`src/design/dcl_pkg.sv`:
```
// Package of constants for the current demand limiter
package dcl_pkg;
  typedef enum logic [1:0] {
    DCL_MODE_SPEED,
    DCL_MODE_TORQUE,
    DCL_MODE_OVERRIDE,
    DCL_MODE_COILER
  } dcl_mode_t;
  localparam int DCL_AW = 5;
  localparam int DCL_DW = 16;
  localparam logic signed [10:0] DCL_FULL = 11'sh3e8;
  localparam logic [9:0] DCL_LIM_RST = 10'h3e8;
  localparam logic [9:0] DCL_LIM2_RST = 10'h3e8;
  localparam logic [10:0] DCL_ZERO_RST = 11'h000;
  // Register addresses
  localparam logic [4:0] DCL_A_PRE = 5'h01;
  localparam logic [4:0] DCL_A_FINAL = 5'h02;
  localparam logic [4:0] DCL_A_OVR = 5'h03;
  localparam logic [4:0] DCL_A_TAPER = 5'h04;
  localparam logic [4:0] DCL_A_BR1 = 5'h05;
  localparam logic [4:0] DCL_A_BR2 = 5'h06;
  localparam logic [4:0] DCL_A_LIM2 = 5'h07;
  localparam logic [4:0] DCL_A_TORQ = 5'h08;
  localparam logic [4:0] DCL_A_OFFS = 5'h09;
  localparam logic [4:0] DCL_A_CTRL = 5'h0a;
  localparam logic [4:0] DCL_A_TIMER = 5'h13;
  localparam logic [4:0] DCL_A_TAPRES = 5'h14;
  // Control register bit positions
  localparam int DCL_B_ALTSEL = 0;
  localparam int DCL_B_OFFSEL = 1;
  localparam int DCL_B_MODE0 = 2;
  localparam int DCL_B_MODE1 = 3;
  localparam int DCL_B_AUTO = 4;
  // Timer
  localparam int DCL_CLK_HZ = 100_000_000;
  localparam int DCL_SEC_S = 1;
  localparam int DCL_SEC_CYC = DCL_CLK_HZ * DCL_SEC_S;
  localparam logic [7:0] DCL_TIMER_RST = 8'h00;
endpackage

```
`src/design/dcl_limiter.sv`:
```
// Current demand selection and limit chain
//
// Functional notes
// - Two mode bits pick one of four modes
// - Speed mode passes speed loop output through
// - Demand clamped by taper and bridge limits
// - Final limited demand readable by software
// - Override limit is min of taper, limit two when selected
// - Taper limit symmetric, 0 to 1000, default 1000
// - Positive demand capped by bridge one limit
// - Negative demand capped by bridge two limit
// - Second limit applies to both bridges
// - Select bit picks alternate limit, resets zero
// - Signed torque reference, default zero
// - Offset added only when offset select set
// - Basic torque mode feeds torque reference
// - Override mode clamps speed output by polarity
// - Motoring quadrants limit speed to demand
// - Regenerating quadrants disable torque below demand
// - Torque reference acts as adjustable limit
// - Second limit applied after delay from run
// - Auto change-over sets select after interval
// - Coiler opposite sense selects zero speed ref
`timescale 1ns/10ps
module dcl_limiter
  import dcl_pkg::*;
#(
  parameter int SEC_CYC = DCL_SEC_CYC
)
(
  // Clock and reset
  input wire logic mclk,
  input wire logic rst_b,
  // Register port
  input wire logic [4:0] reg_addr,
  input wire logic [15:0] reg_wdata,
  input wire logic reg_wr,
  input wire logic reg_rd,
  output logic [15:0] reg_rdata,
  // Drive signals
  input wire logic signed [10:0] speed_loop_out,
  input wire logic signed [10:0] speed_error,
  input wire logic signed [10:0] speed_fb,
  input wire logic signed [10:0] final_speed_demand,
  input wire logic [9:0] taper_result,
  input wire logic run,
  // Coiler speed reference choice and demand out
  output logic coiler_zero_ref,
  output logic signed [10:0] current_demand_out
);
  logic [9:0] taper_reg;
  logic [9:0] br1_reg;
  logic [9:0] br2_reg;
  logic [9:0] lim2_reg;
  logic signed [10:0] torq_reg;
  logic signed [10:0] offs_reg;
  logic altsel_reg;
  logic offsel_reg;
  logic [1:0] modebits_reg;
  logic auto_reg;
  logic [7:0] timer_reg;
  logic signed [10:0] pre_reg;
  logic signed [10:0] final_reg;
  logic [9:0] ovr_reg;
  logic coiler_reg;
  dcl_mode_t mode;
  logic signed [10:0] sel_next;
  logic signed [11:0] sum_next;
  logic [9:0] ovr_next;
  logic [9:0] pos_lim;
  logic [9:0] neg_lim;
  logic signed [10:0] pre_next;
  logic signed [10:0] final_next;
  logic expired;
  logic wr_ctrl;

  dcl_sec_timer #(
    .SEC_CYC(SEC_CYC)
  ) u_timer (
    .mclk(mclk),
    .rst_b(rst_b),
    .run(run),
    .delay_s(timer_reg),
    .expired(expired)
  );

  // Mode decode
  always_comb begin
    case (modebits_reg)
      2'b00: mode = DCL_MODE_SPEED;
      2'b01: mode = DCL_MODE_TORQUE;
      2'b10: mode = DCL_MODE_OVERRIDE;
      2'b11: mode = DCL_MODE_COILER;
      default: mode = DCL_MODE_SPEED;
    endcase
  end

  // Demand source selection
  always_comb begin
    sel_next = speed_loop_out;
    case (mode)
      DCL_MODE_SPEED: sel_next = speed_loop_out;
      DCL_MODE_TORQUE: sel_next = torq_reg;
      DCL_MODE_OVERRIDE: begin
        // Speed output clamped between zero and torque reference
        if (torq_reg >= 0) begin
          if (speed_error < 0 || speed_loop_out < 0) begin
            sel_next = 11'sh000;
          end else if (speed_loop_out > torq_reg) begin
            sel_next = torq_reg;
          end else begin
            sel_next = speed_loop_out;
          end
        end else begin
          if (speed_error > 0 || speed_loop_out > 0) begin
            sel_next = 11'sh000;
          end else if (speed_loop_out < torq_reg) begin
            sel_next = torq_reg;
          end else begin
            sel_next = speed_loop_out;
          end
        end
      end
      // Speed loop has already seen the zero reference
      DCL_MODE_COILER: sel_next = speed_loop_out;
      default: sel_next = speed_loop_out;
    endcase
  end

  // Offset trim, widened so it cannot wrap
  assign sum_next = offsel_reg ? (12'(sel_next) + 12'(offs_reg)) : 12'(sel_next);

  // Override limit: taper result capped by taper limit, or limit two if lower and selected
  always_comb begin
    ovr_next = taper_result;
    if (ovr_next > taper_reg) begin
      ovr_next = taper_reg;
    end
    if (altsel_reg && lim2_reg < ovr_next) begin
      ovr_next = lim2_reg;
    end
  end

  assign pos_lim = (br1_reg < ovr_next) ? br1_reg : ovr_next;
  assign neg_lim = (br2_reg < ovr_next) ? br2_reg : ovr_next;

  dcl_sat u_pre (
    .din(sum_next),
    .pos_lim(10'h3ff),
    .neg_lim(10'h3ff),
    .dout(pre_next)
  );

  dcl_sat u_final (
    .din(sum_next),
    .pos_lim(pos_lim),
    .neg_lim(neg_lim),
    .dout(final_next)
  );

  // Chain registered every cycle
  always_ff @(posedge mclk) begin
    if (!rst_b) begin
      pre_reg <= 11'sh000;
      final_reg <= 11'sh000;
      ovr_reg <= 10'h000;
      coiler_reg <= 1'b0;
    end else begin
      pre_reg <= pre_next;
      final_reg <= final_next;
      ovr_reg <= ovr_next;
      coiler_reg <= (mode == DCL_MODE_COILER) &&
        ((torq_reg < 0 && speed_fb > 0) || (torq_reg > 0 && speed_fb < 0));
    end
  end
  assign current_demand_out = final_reg;
  assign coiler_zero_ref = coiler_reg;

  assign wr_ctrl = reg_wr && reg_addr == DCL_A_CTRL;

  // Settings
  always_ff @(posedge mclk) begin
    if (!rst_b) begin
      taper_reg <= DCL_LIM_RST;
      br1_reg <= DCL_LIM_RST;
      br2_reg <= DCL_LIM_RST;
      lim2_reg <= DCL_LIM2_RST;
      torq_reg <= DCL_ZERO_RST;
      offs_reg <= DCL_ZERO_RST;
      timer_reg <= DCL_TIMER_RST;
    end else if (reg_wr) begin
      // Out of range limit magnitudes saturate at full scale
      case (reg_addr)
        DCL_A_TAPER: taper_reg <= (reg_wdata > 16'h03e8) ? DCL_LIM_RST : reg_wdata[9:0];
        DCL_A_BR1: br1_reg <= (reg_wdata > 16'h03e8) ? DCL_LIM_RST : reg_wdata[9:0];
        DCL_A_BR2: br2_reg <= (reg_wdata > 16'h03e8) ? DCL_LIM_RST : reg_wdata[9:0];
        DCL_A_LIM2: lim2_reg <= (reg_wdata > 16'h03e8) ? DCL_LIM_RST : reg_wdata[9:0];
        DCL_A_TORQ: torq_reg <= reg_wdata[10:0];
        DCL_A_OFFS: offs_reg <= reg_wdata[10:0];
        DCL_A_TIMER: timer_reg <= reg_wdata[7:0];
        default: ;
      endcase
    end
  end

  // Control bits; automatic set wins over a software clear
  always_ff @(posedge mclk) begin
    if (!rst_b) begin
      altsel_reg <= 1'b0;
      offsel_reg <= 1'b0;
      modebits_reg <= 2'b00;
      auto_reg <= 1'b0;
    end else begin
      if (wr_ctrl) begin
        offsel_reg <= reg_wdata[DCL_B_OFFSEL];
        modebits_reg <= {reg_wdata[DCL_B_MODE1], reg_wdata[DCL_B_MODE0]};
        auto_reg <= reg_wdata[DCL_B_AUTO];
      end
      if (auto_reg && expired) begin
        altsel_reg <= 1'b1;
      end else if (wr_ctrl) begin
        altsel_reg <= reg_wdata[DCL_B_ALTSEL];
      end
    end
  end

  // Read port, data one cycle after strobe
  always_ff @(posedge mclk) begin
    if (!rst_b) begin
      reg_rdata <= 16'h0000;
    end else if (reg_rd) begin
      case (reg_addr)
        DCL_A_PRE: reg_rdata <= 16'($signed(pre_reg));
        DCL_A_FINAL: reg_rdata <= 16'($signed(final_reg));
        DCL_A_OVR: reg_rdata <= {6'h00, ovr_reg};
        DCL_A_TAPER: reg_rdata <= {6'h00, taper_reg};
        DCL_A_BR1: reg_rdata <= {6'h00, br1_reg};
        DCL_A_BR2: reg_rdata <= {6'h00, br2_reg};
        DCL_A_LIM2: reg_rdata <= {6'h00, lim2_reg};
        DCL_A_TORQ: reg_rdata <= 16'($signed(torq_reg));
        DCL_A_OFFS: reg_rdata <= 16'($signed(offs_reg));
        DCL_A_CTRL: reg_rdata <= {11'h000, auto_reg, modebits_reg, offsel_reg, altsel_reg};
        DCL_A_TIMER: reg_rdata <= {8'h00, timer_reg};
        default: reg_rdata <= 16'h0000;
      endcase
    end else begin
      reg_rdata <= 16'h0000;
    end
  end

  // Trim sum built apart from the datapath, so the checks do not echo it
  logic signed [11:0] chk_tsum;
  assign chk_tsum = 12'(torq_reg) + 12'(offs_reg);
endmodule // dcl_limiter

```
`src/design/dcl_sat.sv`:
```
// Signed saturating clamp to an asymmetric window
`timescale 1ns/10ps
module dcl_sat
  import dcl_pkg::*;
(
  // Value and window
  input wire logic signed [11:0] din,
  input wire logic [9:0] pos_lim,
  input wire logic [9:0] neg_lim,
  // Result
  output logic signed [10:0] dout
);
  logic signed [11:0] p;
  logic signed [11:0] n;
  assign p = $signed({2'b00, pos_lim});
  assign n = -$signed({2'b00, neg_lim});
  always_comb begin
    if (din > p) begin
      dout = p[10:0];
    end else if (din < n) begin
      dout = n[10:0];
    end else begin
      dout = din[10:0];
    end
  end
endmodule // dcl_sat

```
`src/design/dcl_sec_timer.sv`:
```
// One-second tick and run delay counter
`timescale 1ns/10ps
module dcl_sec_timer
  import dcl_pkg::*;
#(
  parameter int SEC_CYC = DCL_SEC_CYC
)
(
  // Clock and reset
  input wire logic mclk,
  input wire logic rst_b,
  // Control
  input wire logic run,
  input wire logic [7:0] delay_s,
  // Result
  output logic expired
);
  logic [31:0] div_reg;
  logic [7:0] sec_reg;
  logic tick;
  assign tick = (div_reg == 32'(SEC_CYC - 1));
  always_ff @(posedge mclk) begin
    if (!rst_b || !run || tick) begin
      div_reg <= 32'h0;
    end else begin
      div_reg <= div_reg + 32'h1;
    end
  end
  always_ff @(posedge mclk) begin
    if (!rst_b || !run) begin
      sec_reg <= 8'h00;
    end else if (tick && sec_reg != 8'hff) begin
      sec_reg <= sec_reg + 8'h01;
    end
  end
  // Held while running once delay reached
  assign expired = run && (sec_reg >= delay_s);
endmodule // dcl_sec_timer

```
`config.mk`:
```
export PLATFORM = sky130hd
export DESIGN_NAME = dcl_limiter
export DESIGN_NICKNAME = d
export VERILOG_FILES = /design/src/design/dcl_pkg.sv /design/src/design/dcl_limiter.sv /design/src/design/dcl_sat.sv /design/src/design/dcl_sec_timer.sv
export SDC_FILE = /design/constraint.sdc
export NUM_CORES = 1
export LEC_CHECK = 0
export BUFFER_PORTS_ARGS = -buffer_cell sky130_fd_sc_hd__clkbuf_2
export CORE_MARGIN = 8
export CORE_UTILIZATION = 40
export CTS_CLUSTER_DIAMETER = 150
export CTS_CLUSTER_SIZE = 24
export DETAILED_ROUTE_END_ITERATION = 8
export GPL_TIMING_DRIVEN = 0
export MAX_ROUTING_LAYER = met4
export PLACE_DENSITY = 0.63
export SLEW_MARGIN = 30
export SYNTH_ARGS = -nofsm -noshare
export SYNTH_HDL_FRONTEND = slang
export SYNTH_SLANG_ARGS = --single-unit
```
`constraint.sdc`:
```
create_clock -name mclk -period 9.61 [get_ports mclk]
set_input_delay 0 -clock mclk [delete_from_list [all_inputs] [get_ports mclk]]
set_output_delay 0 -clock mclk [all_outputs]
set_load 0.05 [all_outputs]
```
==> qor.yml, run 1 <==
sta:
  fin_crit_sh: 0.951
  worst_slack_ps: 468
  slew_headroom: 0.339
  finClkSkew_ps: 18.6
  min_period_ps: 9140
  slew_viol_final: 0
  worst_pin_slew_ps: 985
  setup-tns-final_ps: 0
  hold_viol: 0
  finalSetupViolCount: 0
  finalHoldWorstSlack_ps: 60.7
  timing.fmax_mhz: 109
pwr:
  peakVddDrop_v: 0.000130
  power_mw: 1.68
  p_leak_nw: 4.94
  powerDensity_nw_per_um2: 137
yosys:
  ys.flop_type: "dfxtp_1"
  netlist-cell-type-count: 72
  postSynthRegisterBits: 159
  synth-async-reset-ratio: 0
  syn_avg_cell_area_sq_um: 8.05
  syn_nets: 1452
  synth-seq-area-share: 0.309
  synth_edf_count: 0
  syn_inst: 1281
  yosys_warnings: 0
  synth.largest_area_cell: "dfxtp_1"
  synth.area.top_cells: "dfxtp_1, ha_1, nand2_1, a21oi_1, nor2_1"
  yosys.area.top_type_share: 0.309
  syn_area_sq_um: 10300
route:
  vias_per_cell: 5.82
  drc: 0
  drt_wl_total_mm: 35.8
  drtIter0Drc: 1128
  highest_layer: "met4"
  met3WireLength_mm: 3.49
  drtPass1Iterations: 7
  wl_per_cell_um: 20.3
  wl_met1_mm: 16.1
  wl_met2_mm: 15.4
  vias: 10300
  antenna_left: 0
critical_path:
  crit_path_frequent_cell: "ha_1"
  critPathMaxStageDelay_ps: 490
  crit_arrival_ps: 9520
  worstPathRequired_ps: 9990
  path_max_fanout: 14
  worstSetupStartpoint: "taper_reg[4]"
  r2r_start: "taper_reg[4]"
  cp-end-kind: "flip-flop"
  critPathLaunchType: "flip-flop"
  setup.worst_path.class: "reg -> reg"
  critPathSlowestCell: "or4b_4"
cells_and_area:
  final_area_sq_um: 12300
  post-route-util: 0.485
  area_delta_synth_final_pct: 18.9
  drive_above_1_share: 0.154
  n_antenna_cell: 0
  layout.nets: 1593
  largest_register_ffs: 32
  finalNonFillerCells: 1765
outcome:
  status: "finished, final reports clean"
placed_design:
  dp_hpwl_mm: 28.0
  place_ws_ps: -1250
  io_buffers: 90
  dpl.cell_count: 1701
  gp_congestion: 0.981
  place_area_sq_um: 11200
floorplan:
  die_h_um: 177
  core.rowCount: 58
  io_pins: 108
  initial_utilization: 0.408
  die-area_sq_um: 31200
  die_w_um: 177
  core-area_sq_um: 25300
cts:
  numCtsBuffers: 17
  htreeDepth: 4
  ctsRootBufferMaster: "clkbuf_16"
  cts_tree: "built"
  cts.sinks: 159
  clockBufferDepth: 2
  clock_latency_ps: 450
  clk_pin_slew_ps: 80
global_route:
  grt_max_degree: 20
  grt-ovfl-total: 0
  grtUsageTotal: 0.234
  grt_pass1_wl_mm: 55.6
  antenna_found_initial: 0
  grt_pass1_vias: 9848
job:
  max_cap_viol_count: 0
min_path:
  worstHoldStart: "reg_wdata[4]"
  hold_path_class: "in -> reg"
-- routing by layer --
layer  track usage  vias to the layer above
met1         0.317                     4811
li1              -                     4924
met2         0.343                      472
met3        0.0434                       66
met5             -                        -
met4        0.0788                        0
-- repair_timing --
| action | 4_1_cts | 5_1_grt |
|---|---|---|
| hold buffers | 10 | 0 |
| endpoints found under the hold margin | 22 | 0 |
| buffers inserted | 9 | 14 |
| setup endpoints to repair | 11 | 11 |
| gates resized for setup | 21 | 39 |
| pin swaps | 5 | 19 |
-- synthesized netlist by cell type, types with 15 or more instances --
| cell | count |
|---|---|
| nor4_1 | 21 |
| nand3_1 | 46 |
| nand4_1 | 28 |
| mux2i_1 | 29 |
| nand2_1 | 154 |
| a22o_1 | 20 |
| xnor2_1 | 27 |
| and2_1 | 15 |
| a21o_1 | 16 |
| o21ai_0 | 28 |
| a31oi_1 | 16 |
| xor2_1 | 27 |
| nor2_1 | 117 |
| a221oi_1 | 22 |
| nor3_1 | 23 |
| a21oi_1 | 99 |
| clkbuf_1 | 49 |
| dfxtp_1 | 159 |
| and3_1 | 18 |
| o211ai_1 | 29 |
| inv_1 | 77 |
| ha_1 | 90 |
| nor2b_1 | 16 |
-- area by class of cell --
type | count | area, sq um
well taps | 330 | 413
flip-flops and latches | 159 | 3210
clock inverters | 15 | 184
clock buffers | 17 | 425
repair buffers | 123 | 723
fillers | 2530 | 13000
multi-input cells | 984 | 6740
inverters | 77 | 292
plain buffers | 60 | 274
-- worst paths after layout --
path	to	slack [ps]	cells past startpoint
worst min-delay path	torq_reg[4]	60	3
worst max-delay path	current_demand_out[4]	470	44
worst min register to register	u_timer.div_reg[0]	500	1
worst max register to register	current_demand_out[4]	470	44
-- critical path: cells and delay by family (launching register included) --
kind | cells | cell delay (ps)
compound gates | 15 | 2790
simple gates | 12 | 2510
mux | 4 | 1240
fa+ha+maj | 5 | 1230
buf+inv | 7 | 740
flops | 1 | 400
xor+xnor | 1 | 140
-- report_power, final --
part / total [mW] / leakage, nW / switching, mW / internal [mW]
combinational: 0.292 / 3.35 / 0.181 / 0.111
sequential: 0.691 / 1.29 / 0.0175 / 0.674
clock: 0.701 / 0.296 / 0.347 / 0.354
total: 1.68 / 4.94 / 0.545 / 1.14
-- kinds of logic after synthesis --
| family | Yosys count | synth area share |
|---|---|---|
| AND/OR/NAND/NOR | 479 | 0.221 |
| AO/OA/AOI/OAI | 315 | 0.213 |
| flip-flops | 159 | 0.309 |
| buffers and inverters | 138 | 0.0538 |
| adder cells (fa/ha/maj) | 91 | 0.111 |
| XOR/XNOR | 54 | 0.0459 |
| multiplexers | 45 | 0.0464 |
-- cell usage in the layout (no fill, tap or decap), types with 28 or more instances in the layout --
| cell type | Yosys | final |
|---|---|---|
| nand2_1 | 154 | 153 |
| dfxtp_1 | 159 | 150 |
| nor2_1 | 117 | 114 |
| a21oi_1 | 99 | 95 |
| clkbuf_2 | 0 | 90 |
| ha_1 | 90 | 87 |
| inv_1 | 77 | 75 |
| clkbuf_1 | 49 | 49 |
| nand3_1 | 46 | 46 |
| o211ai_1 | 29 | 29 |
| buf_4 | 7 | 29 |
| nand4_1 | 28 | 28 |
(Power assumes the default switching activity.)
==> inputs of run 2 (changes only) <==
--- a/config.mk
+++ b/config.mk
@@ -7,13 +7,13 @@
 export LEC_CHECK = 0
 export BUFFER_PORTS_ARGS = -buffer_cell sky130_fd_sc_hd__clkbuf_2
 export CORE_MARGIN = 8
-export CORE_UTILIZATION = 40
+export CORE_UTILIZATION = 30
 export CTS_CLUSTER_DIAMETER = 150
 export CTS_CLUSTER_SIZE = 24
 export DETAILED_ROUTE_END_ITERATION = 8
 export GPL_TIMING_DRIVEN = 0
 export MAX_ROUTING_LAYER = met4
-export PLACE_DENSITY = 0.63
+export PLACE_DENSITY = 0.51
 export SLEW_MARGIN = 30
 export SYNTH_ARGS = -nofsm -noshare
 export SYNTH_HDL_FRONTEND = slang
==> run 2 against run 1 <==
  * Setup slack got worse by 190 ps
  * Via count about the same
  * Routed wire length increased by 6.1%
  * First-iteration DRC count decreased by 19%
  * Register-to-register slack got worse by 190 ps
  * Critical path type unchanged
  * Total power decreased by 0.65%
  * Core utilization decreased by 12 points
  * Maximum frequency decreased by 2.0%
  * Clock power decreased by 3%
  * Cell area increased by 1.8%
  * Critical path depth increased by 1
==> qor.yml, run 2 (synthesis results as in run 1) <==
global_route:
  grt_util_met1: 0.240
  grt_pass1_vias: 9724
  grt-ovfl-total: 0
  grt_max_degree: 19
  grt_util_met2: 0.284
  grt_busiest_layer: "met2"
  grtUsageTotal: 0.185
  globalRouteMet3Util: 0.0399
  antenna_found_initial: 0
  grt_pass1_wl_mm: 57.2
route:
  antenna_left: 0
  drc: 0
  drt_wl_total_mm: 38.0
  wl_per_cell_um: 20.1
  vias_per_cell: 5.43
  vias: 10300
  drtPass1Iterations: 7
  drtIter0Drc: 919
cells_and_area:
  layout.nets: 1594
  area_delta_synth_final_pct: 21.1
  final_cell_mix: "nand2_1, dfxtp_1, nor2_1, a21oi_1, clkbuf_2"
  largest_register_ffs: 32
  final_area_sq_um: 12500
  finalNonFillerCells: 1891
  final_common_cell: "nand2_1"
  n_antenna_cell: 0
  drive_above_1_share: 0.161
pwr:
  powerDensity_nw_per_um2: 134
  p_leak_nw: 4.94
  power_mw: 1.67
  peakVddDrop_v: 0.0000926
cts:
  clockBufferDepth: 2
  cts_tree: "built"
  clock_latency_ps: 440
  ctsRootBufferMaster: "clkbuf_16"
  htreeDepth: 4
  numCtsBuffers: 17
  clk_pin_slew_ps: 80
  cts.sinks: 159
floorplan:
  core-area_sq_um: 34200
  io_pins: 108
  core.rowCount: 68
  die_w_um: 201
  die-area_sq_um: 40500
  initial_utilization: 0.301
  die_h_um: 201
outcome:
  status: "finished, final reports clean"
sta:
  slew_headroom: 0.327
  worst_slack_ps: 278
  finClkSkew_ps: 12.4
  worst_pin_slew_ps: 1000
  finalSetupViolCount: 0
  min_period_ps: 9330
  hold_viol: 0
  slew_viol_final: 0
  timing.fmax_mhz: 107
  fin_crit_sh: 0.971
critical_path:
  critPathSlowestCell: "or4b_4"
  critPathMaxStageDelay_ps: 500
  setup.worst_path.class: "reg -> reg"
  cp-end-kind: "flip-flop"
  path_max_fanout: 10
  crit_arrival_ps: 9700
  critPathLaunchType: "flip-flop"
  worstPathRequired_ps: 9980
placed_design:
  place_area_sq_um: 11300
  io_buffers: 90
  place_ws_ps: -1380
  dpl.cell_count: 1826
  gp_congestion: 0.928
  dp_hpwl_mm: 29.8
min_path:
  hold_path_class: "in -> reg"
job:
  max_cap_viol_count: 0
[run 2: cell types whose count changed in the layout (fill, tap and decap cells not counted), moves of 2 or more]
cell | before | now
a21oi_1 | 95 | 92
a21oi_2 | 3 | 5
ha_1 | 87 | 85
ha_4 | 3 | 5
mux2i_1 | 24 | 22
[run 2: cell type report]
type	count	area (sq um)
multi-input combinational	984	6810
clock inverter	15	168
tap	455	569
sequential	159	3210
buffer	61	285
fill	3634	21700
timing repair buffer	123	723
inverter	77	292
clock buffer	17	425
[run 2: final timing paths]
path	startpoint	to	slack, ps	cells after the start
worst min register to register	u_timer.div_reg[0]	u_timer.div_reg[0]	490	1
worst max register to register	taper_reg[6]	current_demand_out[4]	280	45
worst max-delay path	taper_reg[6]	current_demand_out[4]	280	45
worst min-delay path	reg_wr	lim2_reg[1]	80	3
[run 2: worst max-delay path: cells and delay by family (launching register included)]
| kind | cells | cell delay [ps] |
|---|---|---|
| AOI/OAI and AO/OA | 15 | 2930 |
| and+or+nand+nor | 12 | 2500 |
| muxes | 4 | 1250 |
| adders and majority gates | 5 | 1180 |
| buffers and inverters | 8 | 850 |
| DFF | 1 | 400 |
| xor gates and xnor gates | 1 | 150 |
[run 2: power breakdown]
part / switching, mW / internal [mW]
combinational: 0.185 / 0.113
clock: 0.334 / 0.349
sequential: 0.0181 / 0.673
total: 0.537 / 1.14
[run 2: stage by stage]
step | hold WS [ps] | utilization | setup TNS, ps
finish | 75.3 | 0.365 | 0
global route | 82.3 | 0.365 | -419
CTS | 41.1 | 0.355 | 0
detailed placement | 305 | 0.331 | -13470
global placement | 300 | 0.331 | -12330
floorplan | 136 | - | 0
[run 2: timing repair]
item                       CTS  global route
resized for setup           26            49
pin swaps                    6            18
setup endpoints to repair   11            11
hold endpoints to repair    22             0
buffers inserted             7            16
hold buffers                10             0
[run 2: metal layers]
layer | part of all wire | vias up
met2 | 0.45 | 379
met5 | 0 | -
li1 | - | 4935
met4 | 0.023 | 0
met3 | 0.081 | 51
met1 | 0.45 | 4899
==> inputs of run 3 (changes only) <==
==> constraint.sdc (replaced) <==
create_clock -name mclk -period 9.61 [get_ports mclk]
set_input_delay 0.4805 -clock mclk [delete_from_list [all_inputs] [get_ports mclk]]
set_output_delay 0.4805 -clock mclk [all_outputs]
set_load 0.05 [all_outputs]
==> run 3 against run 2 <==
  * Hold slack gained 260 ps
  * Clock power is essentially flat
  * Count of clock-buffer cells in the layout is the same
  * Highest routed layer unchanged
  * Sequential power is essentially flat
  * Non-clock buffer count shrank 10
==> qor.yml, run 3 (synthesis results as in run 1) <==
sta:
  finalSetupViolCount: 0
  finalHoldWorstSlack_ps: 339
  fin_crit_sh: 0.969
  setup-tns-final_ps: 0
  hold_viol: 0
  worst_pin_slew_ps: 1010
  slew_viol_final: 0
  finClkSkew_ps: 10.7
  min_period_ps: 9310
  timing.fmax_mhz: 107
  slew_headroom: 0.318
floorplan:
  core-area_sq_um: 34200
  io_pins: 108
  initial_utilization: 0.301
  die_h_um: 201
  core.rowCount: 68
  die_w_um: 201
  die-area_sq_um: 40500
pwr:
  p_leak_nw: 4.90
  powerDensity_nw_per_um2: 135
  power_mw: 1.67
  p_clk_frac: 0.409
  p_sw_frac: 0.321
  internal_power_mw: 1.13
  peakVddDrop_v: 0.0000930
  p_seq_frac: 0.414
  combPwrFrac: 0.177
  p_sw_mw: 0.535
global_route:
  globalRouteMet3Util: 0.0404
  grt_busiest_layer: "met2"
  grt_max_degree: 19
  grtUsageTotal: 0.184
  grt-ovfl-total: 0
  antenna_found_initial: 0
  grt_pass1_wl_mm: 56.9
  grt_util_met1: 0.240
  grt_util_met2: 0.282
  grt_pass1_vias: 9658
cells_and_area:
  n_antenna_cell: 0
  largest_register_ffs: 32
  final_area_sq_um: 12400
  fillCellCount: 3649
  final_common_cell: "nand2_1"
  drive_above_1_share: 0.162
  layout.nets: 1584
  area_delta_synth_final_pct: 20.1
  final_cell_mix: "nand2_1, dfxtp_1, nor2_1, a21oi_1, clkbuf_2"
  finalNonFillerCells: 1881
cts:
  htreeDepth: 4
  clockBufferDepth: 2
  numCtsBuffers: 17
  clock_latency_ps: 440
  cts.sinks: 159
  cts_hold_buf: 0
  ctsRootBufferMaster: "clkbuf_16"
  clk_pin_slew_ps: 80
  cts_tree: "built"
route:
  drtPass1Iterations: 6
  vias: 10100
  drtIter0Drc: 1024
  antenna_left: 0
  vias_per_cell: 5.39
  drc: 0
  drt_wl_total_mm: 37.8
  wl_per_cell_um: 20.1
placed_design:
  dp_hpwl_mm: 29.8
  gp_congestion: 0.928
  io_buffers: 90
  dpl.cell_count: 1826
  place_area_sq_um: 11300
critical_path:
  path_max_fanout: 10
  critPathMaxStageDelay_ps: 500
  critPathLaunchType: "flip-flop"
  critPathSlowestCell: "or4b_4"
  crit_arrival_ps: 9690
  setup.worst_path.class: "reg -> reg"
  cp-end-kind: "flip-flop"
  worstPathRequired_ps: 9980
job:
  max_cap_viol_count: 0
min_path:
  hold_path_class: "in -> reg"
outcome:
  status: "finished, final reports clean"
-- run 3: worst paths after layout --
| check | startpoint | endpoint | slack (ps) | cells past startpoint |
|---|---|---|---|---|
| worst max register to register | taper_reg[6] | current_demand_out[4] | 300 | 45 |
| worst max-delay path | taper_reg[6] | current_demand_out[4] | 300 | 45 |
| worst min-delay path | reg_wdata[8] | offs_reg[8] | 340 | 3 |
| worst min register to register | u_timer.div_reg[0] | u_timer.div_reg[0] | 490 | 1 |
-- run 3: layout make-up --
cell class / count / area [sq um] / share of cell area
Sequential cell: 159 / 3210 / 0.259
Clock buffer: 17 / 425 / 0.0344
Multi-Input combinational cell: 984 / 6810 / 0.550
Clock inverter: 15 / 168 / 0.0135
Tap cell: 455 / 569 / 0.0460
Timing Repair Buffer: 113 / 623 / 0.0503
Buffer: 61 / 285 / 0.0230
Inverter: 77 / 292 / 0.0235
-- run 3: repair_timing --
item,CTS,global route
buffers inserted,7,16
endpoints found under the hold margin,0,0
setup endpoints to repair,11,11
gates resized for setup,26,49
pin swaps,6,18
-- run 3: worst max-delay path: cells and delay by family, from the launching register on --
kind / cells / cell delay [ps]
compound gates: 15 / 2920
mux: 4 / 1250
buf+inv: 8 / 850
simple gates: 12 / 2500
fa+ha+maj: 5 / 1170
xor+xnor: 1 / 150
flops: 1 / 400
-- run 3: stage by stage --
stage           util  setup slack, ps
3_3_place_gp   0.331            -1300
6_report       0.362              295
4_1_cts        0.352             2.57
5_1_grt        0.362             -102
3_5_place_dp   0.331            -1390
2_1_floorplan      -              299
-- run 3: metal layers --
metal / vias to the layer above / part of all wire
li1: 4912 / -
met1: 4821 / 0.45
met2: 367 / 0.45
met4: 0 / 0.020
met5: - / 0
met3: 43 / 0.076
-- run 3: power by group through the flow --
stage	sequential [mW]	clock, mW	combinational [mW]
after detailed placement	0.708	0	0.270
after global routing	0.692	0.720	0.322
after CTS	0.693	0.691	0.279
final	0.691	0.682	0.295
after global placement	0.709	0	0.267
after floorplan	0.727	0	0.158
